`src/rtl/drsfc_pkg.sv`:
```
// Shared constants, types and register layout of the rail state and fault controller
package drsfc_pkg;
	// ---------------------------------------------------------------
	// Timing
	// ---------------------------------------------------------------
	localparam int CLK_HZ = 10_000_000;
	localparam int CLK_MHZ = 10;
	localparam int F_S0_HZ = 300_000;
	localparam int F_S3_HZ = 600_000;
	localparam int BLANK_NS = 500;
	localparam logic [5:0] PER_S0 = 6'(CLK_HZ / F_S0_HZ);
	localparam logic [5:0] PER_S3 = 6'(CLK_HZ / F_S3_HZ);
	localparam logic [2:0] BLANK_CYC = 3'((BLANK_NS * CLK_MHZ + 999) / 1000);
	localparam logic [5:0] DEAD_CYC = 6'h01;
	localparam logic [5:0] MAXD_S0 = 6'((CLK_HZ / F_S0_HZ) * 9 / 10);
	localparam logic [5:0] MAXD_S3 = 6'((CLK_HZ / F_S3_HZ) * 9 / 10);
	// ---------------------------------------------------------------
	// Register map
	// ---------------------------------------------------------------
	localparam logic [7:0] ADR_CTRL = 8'h00;
	localparam logic [7:0] ADR_STAT = 8'h04;
	localparam logic [5:0] DUTY_RST = 6'h10;
	localparam logic [7:0] SS_STEP_RST = 8'h10;
	// ---------------------------------------------------------------
	// Types
	// ---------------------------------------------------------------
	typedef enum logic [2:0] {
		ST_S5 = 3'b001,
		ST_S0 = 3'b010,
		ST_S3 = 3'b100
	} drsfc_state_e;
	typedef struct packed {
		logic mem_en;
		logic term_en;
		logic sup_above_rise;
		logic sup_above_fall;
		logic overcurrent;
		logic overtemp;
		logic mem_fb_ok;
		logic mem_fb_over;
		logic mem_fb_under;
		logic term_fb_ok;
	} drsfc_sense_s;
	typedef struct packed {
		logic cyc;
		logic stb;
		logic we;
		logic [3:0] sel;
		logic [7:0] adr;
		logic [31:0] dat;
	} drsfc_wb_req_s;
	typedef struct packed {
		logic [2:0] state;
		logic supply_good;
		logic mem_inreg;
		logic term_inreg;
		logic soft_start;
		logic oc_latch;
		logic ot_latch;
		logic rail_fault;
	} drsfc_stat_s;
endpackage : drsfc_pkg

```
`src/rtl/drsfc_top.sv`:
```
// Sleep-state decode, rail switching, fault latches and power-ok for the dual-rail controller
`timescale 1ns/1ns
// Function
// - S5 on supply low or rail enable low; S0 both high; S3 otherwise; S5 gates low
// - S0 switches complementary gates at 300 kHz
// - S3 switches at 600 kHz
// - S3 keeps low-side gate low, only high-side switches
// - Dead time keeps both gates from being high together
// - Leaving S5 always restarts the memory rail through soft-start
// - Memory rail in-regulation flag raised once rail regulates
// - Termination rail on only in S0 with memory rail in regulation
// - Termination in-regulation flag raised in S0 once it regulates
// - Termination output high impedance in S3 and S5
// - Termination runs constant current at its limit until regulating
// - Overcurrent sampled only with high-side on, after 500 ns blanking
// - Overcurrent latches all outputs off, power-ok low
// - Fault latch clears only by cycling supply or rail enable
// - Supply-good flag with hysteresis; low forces S5
// - Overtemperature shuts everything off until supply or enable cycles
// - Power-ok released only in S0 with both rails good, else low
// - Memory rail over 130, or under 65 percent once soft-start ends, flags a fault
module drsfc_top import drsfc_pkg::*; (
	input wire logic clk_i,
	input wire logic resetn_i,
	input wire drsfc_sense_s sense_i,
	input wire drsfc_wb_req_s wb_req_i,
	output logic [31:0] wb_dat_o,
	output logic wb_ack_o,
	output logic high_side_gate_o,
	output logic low_side_gate_o,
	output logic memory_rail_hiz_o,
	output logic termination_on_o,
	output logic termination_hiz_o,
	output logic termination_cc_o,
	output logic power_ok_out_o,
	output logic power_ok_out_oe_o,
	output logic supply_good_flag_o,
	output logic memory_rail_in_regulation_o,
	output logic termination_in_regulation_o
);
	// ---------------------------------------------------------------
	// Reset release and input resampling
	// ---------------------------------------------------------------
	logic rst_a_r, rst_n;
	drsfc_sense_s s1_r, s_r;

	always_ff @(posedge clk_i or negedge resetn_i) begin
		if (!resetn_i) begin
			rst_a_r <= 1'b0;
			rst_n <= 1'b0;
		end else begin
			rst_a_r <= 1'b1;
			rst_n <= rst_a_r;
		end
	end

	// Pins are asynchronous to the oscillator; only s_r is read below
	always_ff @(posedge clk_i or negedge rst_n) begin
		if (!rst_n) begin
			s1_r <= '0;
			s_r <= '0;
		end else begin
			s1_r <= sense_i;
			s_r <= s1_r;
		end
	end

	// ---------------------------------------------------------------
	// Supply monitor and state decode
	// ---------------------------------------------------------------
	logic sgood_r;
	drsfc_state_e st_r, st_nxt;
	logic oc_r, ot_r, rf_r, fault_any, fault_clr;

	always_ff @(posedge clk_i or negedge rst_n) begin
		if (!rst_n) begin
			sgood_r <= 1'b0;
		end else if (s_r.sup_above_rise) begin
			sgood_r <= 1'b1;
		end else if (!s_r.sup_above_fall) begin
			sgood_r <= 1'b0;
		end
	end

	always_comb begin
		if (!sgood_r || !s_r.mem_en) begin
			st_nxt = ST_S5;
		end else if (s_r.term_en) begin
			st_nxt = ST_S0;
		end else begin
			st_nxt = ST_S3;
		end
	end

	always_ff @(posedge clk_i or negedge rst_n) begin
		if (!rst_n) begin
			st_r <= ST_S5;
		end else begin
			st_r <= st_nxt;
		end
	end

	// ---------------------------------------------------------------
	// Control register
	// ---------------------------------------------------------------
	logic [5:0] duty_tgt_r;
	logic [7:0] ss_step_r;
	logic ack_r, wb_hit;
	assign wb_hit = wb_req_i.cyc && wb_req_i.stb && !ack_r;

	always_ff @(posedge clk_i or negedge rst_n) begin
		if (!rst_n) begin
			duty_tgt_r <= DUTY_RST;
			ss_step_r <= SS_STEP_RST;
		end else if (wb_hit && wb_req_i.we && wb_req_i.adr == ADR_CTRL) begin
			if (wb_req_i.sel[0]) begin
				duty_tgt_r <= wb_req_i.dat[5:0];
			end
			if (wb_req_i.sel[1]) begin
				ss_step_r <= wb_req_i.dat[15:8];
			end
		end
	end

	// ---------------------------------------------------------------
	// Soft-start ramp
	// ---------------------------------------------------------------
	logic [5:0] ss_lim_r;
	logic [7:0] ss_cnt_r;
	logic ss_done;
	assign ss_done = ss_lim_r >= duty_tgt_r;

	always_ff @(posedge clk_i or negedge rst_n) begin
		if (!rst_n) begin
			ss_lim_r <= '0;
			ss_cnt_r <= '0;
		end else if (st_r == ST_S5 || fault_any) begin
			ss_lim_r <= '0;
			ss_cnt_r <= '0;
		end else if (!ss_done) begin
			if (ss_cnt_r >= ss_step_r) begin
				ss_cnt_r <= '0;
				ss_lim_r <= ss_lim_r + 6'h01;
			end else begin
				ss_cnt_r <= ss_cnt_r + 8'h01;
			end
		end
	end

	// ---------------------------------------------------------------
	// Modulator and gate drive
	// ---------------------------------------------------------------
	// Duty is the smallest of target, ramp and the 90 percent ceiling
	function automatic logic [5:0] duty_pick(input logic [5:0] a, b, c);
		logic [5:0] m;
		m = (a < b) ? a : b;
		return (m < c) ? m : c;
	endfunction : duty_pick

	logic [5:0] cnt_r, per, duty_eff;
	logic run, hs_r, ls_r, hs_want, ls_want;
	logic [2:0] blank_r;
	assign run = (st_r != ST_S5) && !fault_any;
	assign per = (st_r == ST_S3) ? PER_S3 : PER_S0;
	assign duty_eff = duty_pick(duty_tgt_r, ss_lim_r, (st_r == ST_S3) ? MAXD_S3 : MAXD_S0);
	assign hs_want = run && (cnt_r < duty_eff);
	assign ls_want = run && (st_r == ST_S0) && (cnt_r >= 6'(duty_eff + DEAD_CYC))
		&& (cnt_r < 6'(per - DEAD_CYC));

	always_ff @(posedge clk_i or negedge rst_n) begin
		if (!rst_n) begin
			cnt_r <= '0;
		end else if (!run || cnt_r >= 6'(per - 6'h01)) begin
			cnt_r <= '0;
		end else begin
			cnt_r <= cnt_r + 6'h01;
		end
	end

	// Each gate waits for the other to be seen low, so an edge never overlaps
	always_ff @(posedge clk_i or negedge rst_n) begin
		if (!rst_n) begin
			hs_r <= 1'b0;
			ls_r <= 1'b0;
		end else begin
			hs_r <= hs_want && !ls_r;
			ls_r <= ls_want && !hs_want && !hs_r;
		end
	end

	// ---------------------------------------------------------------
	// Fault latches
	// ---------------------------------------------------------------
	logic oc_take, rf_take;
	assign oc_take = (st_r != ST_S5) && hs_r && blank_r == BLANK_CYC && s_r.overcurrent;
	assign rf_take = run && (s_r.mem_fb_over || (ss_done && s_r.mem_fb_under));
	assign fault_any = oc_r || ot_r || rf_r;
	assign fault_clr = !sgood_r || !s_r.mem_en;

	always_ff @(posedge clk_i or negedge rst_n) begin
		if (!rst_n) begin
			blank_r <= '0;
		end else if (!hs_r) begin
			blank_r <= '0;
		end else if (blank_r != BLANK_CYC) begin
			blank_r <= blank_r + 3'h1;
		end
	end

	// A new event wins over a clear in the same cycle
	always_ff @(posedge clk_i or negedge rst_n) begin
		if (!rst_n) begin
			oc_r <= 1'b0;
			ot_r <= 1'b0;
			rf_r <= 1'b0;
		end else begin
			oc_r <= oc_take || (oc_r && !fault_clr);
			ot_r <= s_r.overtemp || (ot_r && !fault_clr);
			rf_r <= rf_take || (rf_r && !fault_clr);
		end
	end

	// ---------------------------------------------------------------
	// Rail flags, termination and power-ok
	// ---------------------------------------------------------------
	logic mem_inreg_r, term_on_r, term_inreg_r, pok_oe_r, term_hiz_r, term_cc_r;

	always_ff @(posedge clk_i or negedge rst_n) begin
		if (!rst_n) begin
			mem_inreg_r <= 1'b0;
			term_on_r <= 1'b0;
			term_inreg_r <= 1'b0;
			pok_oe_r <= 1'b1;
			term_hiz_r <= 1'b1;
			term_cc_r <= 1'b0;
		end else begin
			mem_inreg_r <= run && ss_done && s_r.mem_fb_ok;
			term_on_r <= (st_r == ST_S0) && mem_inreg_r && !fault_any;
			term_inreg_r <= (st_r == ST_S0) && term_on_r && s_r.term_fb_ok;
			term_hiz_r <= !((st_r == ST_S0) && mem_inreg_r && !fault_any);
			term_cc_r <= (st_r == ST_S0) && mem_inreg_r && !fault_any
				&& !(term_on_r && s_r.term_fb_ok);
			pok_oe_r <= !((st_r == ST_S0) && mem_inreg_r && term_inreg_r
				&& !fault_any);
		end
	end

	assign high_side_gate_o = hs_r;
	assign low_side_gate_o = ls_r;
	assign termination_on_o = term_on_r;
	assign termination_cc_o = term_cc_r;
	assign termination_hiz_o = term_hiz_r;
	assign memory_rail_hiz_o = !mem_inreg_r && !hs_r && !ls_r;
	assign power_ok_out_o = 1'b0;
	assign power_ok_out_oe_o = pok_oe_r;
	assign supply_good_flag_o = sgood_r;
	assign memory_rail_in_regulation_o = mem_inreg_r;
	assign termination_in_regulation_o = term_inreg_r;

	// ---------------------------------------------------------------
	// Bus slave
	// ---------------------------------------------------------------
	drsfc_stat_s stat;
	logic [31:0] rd_r;
	assign stat = '{state: st_r, supply_good: sgood_r, mem_inreg: mem_inreg_r,
		term_inreg: term_inreg_r, soft_start: !ss_done, oc_latch: oc_r,
		ot_latch: ot_r, rail_fault: rf_r};

	// Unmapped addresses still acknowledge and read zero
	always_ff @(posedge clk_i or negedge rst_n) begin
		if (!rst_n) begin
			ack_r <= 1'b0;
			rd_r <= '0;
		end else begin
			ack_r <= wb_hit;
			if (wb_req_i.adr == ADR_CTRL) begin
				rd_r <= {16'h0000, ss_step_r, 2'h0, duty_tgt_r};
			end else if (wb_req_i.adr == ADR_STAT) begin
				rd_r <= {22'h0, stat};
			end else begin
				rd_r <= '0;
			end
		end
	end

	assign wb_ack_o = ack_r;
	assign wb_dat_o = rd_r;
endmodule : drsfc_top

```
`config.mk`:
```
export PLATFORM = sky130hd
export DESIGN_NAME = drsfc_top
export DESIGN_NICKNAME = d
export VERILOG_FILES = /design/src/rtl/drsfc_pkg.sv /design/src/rtl/drsfc_top.sv
export SDC_FILE = /design/constraint.sdc
export NUM_CORES = 1
export LEC_CHECK = 0
export BUFFER_PORTS_ARGS = -buffer_cell sky130_fd_sc_hd__buf_2
export CAP_MARGIN = 5
export CORE_ASPECT_RATIO = 0.5
export CORE_MARGIN = 3
export CORE_UTILIZATION = 38
export DETAILED_ROUTE_END_ITERATION = 6
export GPL_ROUTABILITY_DRIVEN = 1
export PLACE_DENSITY = 0.6
export SLEW_MARGIN = 25
export SYNTH_ARGS = -nofsm -noshare
export SYNTH_HDL_FRONTEND = slang
export SYNTH_SLANG_ARGS = --single-unit
```
`constraint.sdc`:
```
create_clock -name clk_i -period 8.75 [get_ports clk_i]
set_clock_uncertainty 0.05 [all_clocks]
set_input_delay 1.75 -clock clk_i [delete_from_list [all_inputs] [get_ports clk_i]]
set_output_delay 1.75 -clock clk_i [all_outputs]
set_load 0.005 [all_outputs]
```
==> results of run 1 <==
-- sequential cells by signal, indices dropped and copies added (netlist names), 3 cells and up --
name,flops
s1_r,10
s_r,10
duty_tgt_r,6
ss_cnt_r,8
st_r,3
ss_step_r,8
cnt_r,6
ss_lim_r,6
wb_dat_o,16
blank_r,3
-- cell usage after synthesis (all sizes together), types with 5 or more instances --
cell	count
nor2	31
nor2b	7
buf	20
a21oi	19
mux2	14
nand4	8
dfstp	5
and3	10
ha	39
inv	27
nand2	23
nand3	15
xor2	6
o21a	9
and2	5
o21ai	14
mux2i	11
nor3	11
a21o	6
dfrtp	86
-- layer usage --
layer	part of all wire (%)	GRT usage, %
met1	51	20.08
met2	44	21.04
met3	4.8	3.737
met4	0.62	3.780
met5	0	0
-- layout make-up --
cell class | instances | area [sq um]
fillers | 1062 | 6051
flip-flops and latches | 91 | 2287
multi-input cells | 288 | 2042
repair buffers | 66 | 332.8
clock buffers | 11 | 242.7
well taps | 159 | 198.9
inverters | 27 | 101.3
clock inverters | 5 | 61.31
-- placed cells by master, fill, tap and decap left out, types with 2 or more instances in the layout --
cell	synthesis	routed
nand2b_1	4	4
nor3_1	10	10
nor3b_1	3	3
nand4_1	8	8
dfrtp_1	86	85
a21oi_1	18	18
a211o_1	2	2
nor4_1	2	2
clkinvlp_4	0	3
dfstp_2	5	5
xor2_1	6	6
conb_1	2	19
nand2_1	22	22
nand3_1	15	15
o21ai_0	12	12
mux2_2	14	14
a31o_2	2	2
nor2b_1	7	7
inv_1	27	27
buf_2	1	65
o31ai_1	4	4
ha_1	39	39
and3_1	10	10
o22ai_1	3	3
a31oi_1	2	2
xnor2_1	3	3
clkbuf_16	0	9
a21o_1	6	6
mux2i_1	11	11
o21a_1	8	8
and2_1	5	5
or4_1	2	2
nor2_2	2	2
nor2_1	29	29
-- per-stage QoR --
| step | cells | worst slack, ns | cell area [sq um] | util (%) | power [uW] |
|---|---|---|---|---|---|
| floorplan | 430 | 4.558 | 4597 | - | 506.8 |
| global placement | 631 | 4.151 | 4962 | 43.85 | 525.8 |
| detailed placement | 631 | 4.038 | 4962 | 43.85 | 527.4 |
| CTS | 647 | 4.003 | 5266 | 46.53 | 925.6 |
| global route | 647 | 3.443 | 5266 | 46.53 | 957.0 |
| finish | 647 | 4.015 | 5266 | 46.53 | 912.2 |
-- how the worst max path moves through the flow --
stage,startpoint,to,slack (ns),depth (start not counted)
after global placement,ss_lim_r[3],low_side_gate_o,4.15,22
after global routing,ss_lim_r[3],low_side_gate_o,3.44,22
after floorplan,ss_lim_r[3],low_side_gate_o,4.56,24
after CTS,ss_lim_r[3],low_side_gate_o,4.00,22
after detailed placement,duty_tgt_r[5],low_side_gate_o,4.04,21
final,ss_lim_r[3],low_side_gate_o,4.01,22
-- power by group --
part	leakage [uW]	internal, uW	switching [uW]
Combinational	0.00124	31.0	44.2
Sequential	0.00119	432	11.3
Clock	0.000138	230	164
Total	0.00257	693	219
-- cell families (layout without fill, tap and decap cells) --
logic type | after synthesis | in the layout | share of synthesized area [%]
muxes | 25 | 25 | 5.907
AOI/OAI and AO/OA | 71 | 71 | 10.74
xor gates and xnor gates | 9 | 9 | 1.739
other | 2 | 19 | 0.1657
adders and majority gates | 39 | 39 | 10.76
DFF | 91 | 91 | 50.37
buffers and inverters | 51 | 109 | 5.989
and+or+nand+nor | 125 | 125 | 14.33
==> flow_summary.toml, run 1 <==
[layout]
final_nets = 581
antennaDiodeCount = 0
synthToLayoutAreaGrowth_pct = 16.17
drive_above_1_share_pct = 22.95

[synth]
ys_seq_elements = 91
synth.top_cell.area_share_pct = 47.47
ys_seq_area_share_pct = 50.37
avgSynthCellArea_sq_um = 10.98
synth_edf_count = 0
synthCells = 413
ys.flop_type = "dfrtp_1"
syn_area_sq_um = 4533
ys_warn_count = 0
synthTopCellsByArea = "dfrtp_1 (47%), ha_1 (11%), mux2_2 (3.5%)"
synth.distinct_cells = 55
async_flop_share_pct = 100.0
yosys.area.top_type = "dfrtp_1"

[floorplanning]
dieArea_sq_um = 13360
core_sq_um = 11320
io_pins = 103
die_w_um = 160.5
die_h_um = 83.23
start_util_pct = 40.06
num_rows = 27

[sta]
final-hold-violation-count = 0
tightest_slew_ns = 0.9252
min_period_over_period_pct = 54.12
rsz0062_at_grt = "false"
maxSlewHeadroom_pct = 36.72
tns_ns = 0
slew_violations = 0
fin_hold_ws_ns = 0.1815
min_period_ns = 4.735
finalSetupViolations = 0
fmax_ghz = 0.2112

[clock_network]
htree_levels = 3
numCtsBuffers = 9
cts_tree = "done"
clock_sinks = 91
ctsResizeCount = 0
root_buffer = "clkbuf_16"
cts_hold_buf = 0
clkLatencyLatePin_ns = 0.34
cts_max_path_buffers = 2
clk_pin_slew_ns = 0.07
post_cts_buffers = 0

[grt]
first_global_vias = 3034
grt-ovfl-total = 0
grt_usage_pct = 14.04
grt_first_pass_wirelength_um = 15170
grt_max_degree = 64
antenna_found_initial = 0

[power_and_ir_drop]
irDropWorstVdd_mv = 0.08547
p_leak_uw = 0.002567
p_per_area_nw_per_um2 = 173.2

[setup_path]
cp_slowest_cell = "nor2_2"
crit_path_cell_trace = "inv_1 -> ha_1 -> and4_1 -> o21a_2 -> nor2_2 -> o21ai_0 -> ha_1 -> o21ai_0 -> a31oi_1 -> a21oi_4 -> nor2_1 -> a21oi_1 -> ha_1 -> inv_1 -> ha_1 -> a21boi_0 -> o21a_1 -> o21a_1 -> o21ai_0 -> nand2b_1 -> a21oi_1 -> nor3b_1"
critical_path_buf_inv_count = 2
start_kind = "register"
path_max_fanout = 13
cpMostUsedCell = "ha_1"
cp_slowest_stage_delay_ns = 0.44
criticalPathCategory = "reg2reg"
ff2ff_setup_slack_ns = 4.01
r2r_end = "low_side_gate_o"
crit_arrival_ns = 4.91
cp_top_family = "compound AO/OA/AOI/OAI gates"
worst_r2r_path_depth = 22
r2r_start = "ss_lim_r[3]"
cp-end-kind = "register"
crit_required_ns = 8.93

[run]
maxCapViolCount = 0

[outcome]
status = "completed"

[drt]
wirelength_um = 8970
wire_per_inst_um = 13.86
drtIter0Drc = 229
drc = 0
ant_nets = 0
vias_per_cell = 4.841
first_pass_iters = 4
vias = 3132

[place]
dp_hpwl_um = 6768
place_congestion = 0.8405
io_buffers = 65

[worst_hold_path]
hold_path_class = "reg2async"
Power figures use the tool's default switching activity.
==> run 2, diff against run 1 <==
--- a/config.mk
+++ b/config.mk
@@ -5,6 +5,7 @@
 export SDC_FILE = /design/constraint.sdc
 export NUM_CORES = 1
 export LEC_CHECK = 0
+export ABC_AREA = 1
 export BUFFER_PORTS_ARGS = -buffer_cell sky130_fd_sc_hd__buf_2
 export CAP_MARGIN = 5
 export CORE_ASPECT_RATIO = 0.5
@@ -12,7 +13,7 @@
 export CORE_UTILIZATION = 38
 export DETAILED_ROUTE_END_ITERATION = 6
 export GPL_ROUTABILITY_DRIVEN = 1
-export PLACE_DENSITY = 0.6
+export PLACE_DENSITY = 0.62
 export SLEW_MARGIN = 25
 export SYNTH_ARGS = -nofsm -noshare
 export SYNTH_HDL_FRONTEND = slang
==> constraint.sdc (replaced) <==
create_clock -name clk_i -period 4.2 [get_ports clk_i]
set_clock_uncertainty 0.05 [all_clocks]
set_input_delay 0.84 -clock clk_i [delete_from_list [all_inputs] [get_ports clk_i]]
set_output_delay 0.84 -clock clk_i [all_outputs]
set_load 0.005 [all_outputs]
==> run 2 against run 1 <==
Net effect: flip-flop and latch count is the same; utilization grew 0.55 points; register-to-register slack lost 3.7 ns; final cell count grew 7.3%; routed wire length shrank 0.76%; via count grew 1.8%; design area grew 0.88%; setup slack lost 3.7 ns; maximum frequency grew 22%; critical endpoint unchanged; hold slack gained 0.037 ns; die area shrank 0.37%; non-clock buffer count grew 5.
==> flow_summary.toml, run 2 <==
[outcome]
status = "completed"

[synth]
ys.flop_type = "dfrtp_1"
avgSynthCellArea_sq_um = 10.01
synth_edf_count = 0
ys_warn_count = 0
yosys.area.top_type = "dfrtp_1"
synth_common_cells = "dfrtp_1 (86), inv_1 (65), nand2_1 (51)"
synth-simple-area-share_pct = 16.87
synth.top_cell.area_share_pct = 47.66
synthTopCellsByArea = "dfrtp_1 (48%), ha_1 (11%), inv_1 (5.4%)"
synth_top_family_by_area = "simple AND/OR/NAND/NOR gates"
ys_seq_elements = 91
syn_area_sq_um = 4516
ys_seq_area_share_pct = 50.57
synth_compound_area_share_pct = 7.758
synth.distinct_cells = 42
synth_xor_area_share_pct = 1.358
async_flop_share_pct = 100.0
synth-adder-area-share_pct = 10.81
synth.most_common_cell = "dfrtp_1"
synthCells = 451
yosys-mux-area-fraction_pct = 3.491

[floorplanning]
core_sq_um = 11280
die_h_um = 83.08
dieArea_sq_um = 13310
num_rows = 27
die_w_um = 160.2
io_pins = 103
start_util_pct = 40.02

[grt]
grt_max_degree = 49
first_global_vias = 3147
antenna_found_initial = 0
grt_first_pass_wirelength_um = 15150
grt_usage_pct = 14.25
grt-ovfl-total = 0

[sta]
tightest_slew_ns = 0.6056
slew_violations = 0
min_period_over_period_pct = 92.13
min_period_ns = 3.869
finalSetupViolations = 0
fmax_ghz = 0.2584
maxSlewHeadroom_pct = 59.63
final-hold-violation-count = 0
fin_hold_ws_ns = 0.2190

[clock_network]
root_buffer = "clkbuf_16"
clock_sinks = 91
htree_levels = 3
cts_max_path_buffers = 2
clk_pin_slew_ns = 0.06
numCtsBuffers = 9
clkLatencyLatePin_ns = 0.34
cts_hold_buf = 0
cts_tree = "done"

[place]
place_congestion = 0.8111
dp_hpwl_um = 6817
io_buffers = 65

[run]
maxCapViolCount = 0

[setup_path]
start_kind = "register"
crit_arrival_ns = 4.05
crit_required_ns = 4.38
path_max_fanout = 8
cp-end-kind = "register"
criticalPathCategory = "reg2reg"

[layout]
largest_reg_flops = 16
drive_above_1_share_pct = 25.23
synthToLayoutAreaGrowth_pct = 17.65
final_cell_mix = "dfrtp_1 (85), buf_2 (65), inv_1 (64), nand2_1 (50), ha_1 (38)"
final_common_cell = "dfrtp_1"
final_nets = 628
antennaDiodeCount = 0
final_util_pct = 47.08

[drt]
drc = 0
vias = 3188
vias_per_cell = 4.594
first_pass_iters = 4
ant_nets = 0
wirelength_um = 8902
drtIter0Drc = 145
wire_per_inst_um = 12.83

[power_and_ir_drop]
p_leak_uw = 0.002682
irDropWorstVdd_mv = 0.2229
p_per_area_nw_per_um2 = 353.6

[worst_hold_path]
hold_path_class = "in2async"
==> run 2: cell count changes after synthesis, moves of 7 or more <==
cell / delta
and3_1: -9
mux2i_1: -11
nand2_1: +29
inv_1: +38
nor2b_1: -7
==> run 2: final timing paths <==
check	end	depth (start not counted)	startpoint	slack (ns)
max	low_side_gate_o	27	duty_tgt_r[4]	0.33
min	rst_n	1	resetn_i	0.22
max reg2reg	low_side_gate_o	27	duty_tgt_r[4]	0.33
min reg2reg	s_r[0]	0	s1_r[0]	0.29
max in group asynchronous	power_ok_out_oe_o	1	rst_n	2.83
min in group clk_i	s_r[0]	0	s1_r[0]	0.29
==> run 2: area by class of cell <==
type / count / area [sq um]
sequential: 91 / 2287
fill: 1100 / 5971
clock buffer: 13 / 260.3
inverter: 68 / 255.2
timing repair buffer: 71 / 370.4
clock inverter: 3 / 22.52
tap: 159 / 198.9
multi-input combinational: 289 / 1918
==> run 2: power breakdown <==
| part | switching, uW | internal [uW] | total (uW) |
|---|---|---|---|
| combinational | 111 | 76.6 | 188 |
| clock | 329 | 435 | 764 |
| sequential | 25.2 | 901 | 926 |
==> run 2: repair_timing <==
action / 4_1_cts / 5_1_grt
endpoints found under the setup margin: 0 / 1
setup buffers: 0 / 2
resized for setup: 0 / 6
==> run 2: routing by layer <==
layer | vias up | global-route usage [%] | share of wire, %
met5 | - | 0 | 0
met4 | 0 | 4.016 | 1.3
met1 | 1525 | 18.38 | 47
met2 | 59 | 22.90 | 46
li1 | 1596 | - | -
met3 | 8 | 4.933 | 5.3
==> run 2: cells by family (layout without fill, tap and decap cells) <==
family | Yosys count | in the layout
other | 2 | 19
multiplexers | 14 | 14
XOR/XNOR | 7 | 7
flip-flops | 91 | 91
AND/OR/NAND/NOR | 154 | 154
AO/OA/AOI/OAI | 56 | 56
buffers and inverters | 88 | 155
adder cells (fa/ha/maj) | 39 | 39
==> run 2: worst max-delay path: stages, from the launching register on <==
cell and delay, ns:
dfstp_2 0.55, ha_1 0.22, nand2_1 0.09, nor2_2 0.06, nand2_2 0.12, nand3_4 0.12
nand2_1 0.09, o21ai_0 0.10, ha_1 0.30, nand3_1 0.09, nor2_2 0.14, nand2_4 0.10
nand2_8 0.09, nand2_4 0.07, nand2_2 0.09, inv_1 0.07, ha_1 0.27, inv_1 0.04
ha_1 0.26, inv_1 0.05, a21oi_1 0.03, o21ai_0 0.14, a21boi_0 0.10, o21a_1 0.17
o21ai_0 0.15, nand2_1 0.07, nand4_1 0.07, nor2_1 0.04
==> run 2: through the flow <==
stage | power (uW) | cell area [sq um] | setup TNS, ns | setup WS, ns | instances
after global placement | 1120 | 4987 | 0 | 0.2811 | 676
after CTS | 1898 | 5270 | 0 | 0.2040 | 692
final | 1878 | 5313 | 0 | 0.3305 | 694
after global routing | 1982 | 5313 | -0.01953 | -0.01953 | 694
after floorplan | 1079 | 4579 | 0 | 0.4687 | 468
after detailed placement | 1125 | 4987 | 0 | 0.2133 | 676
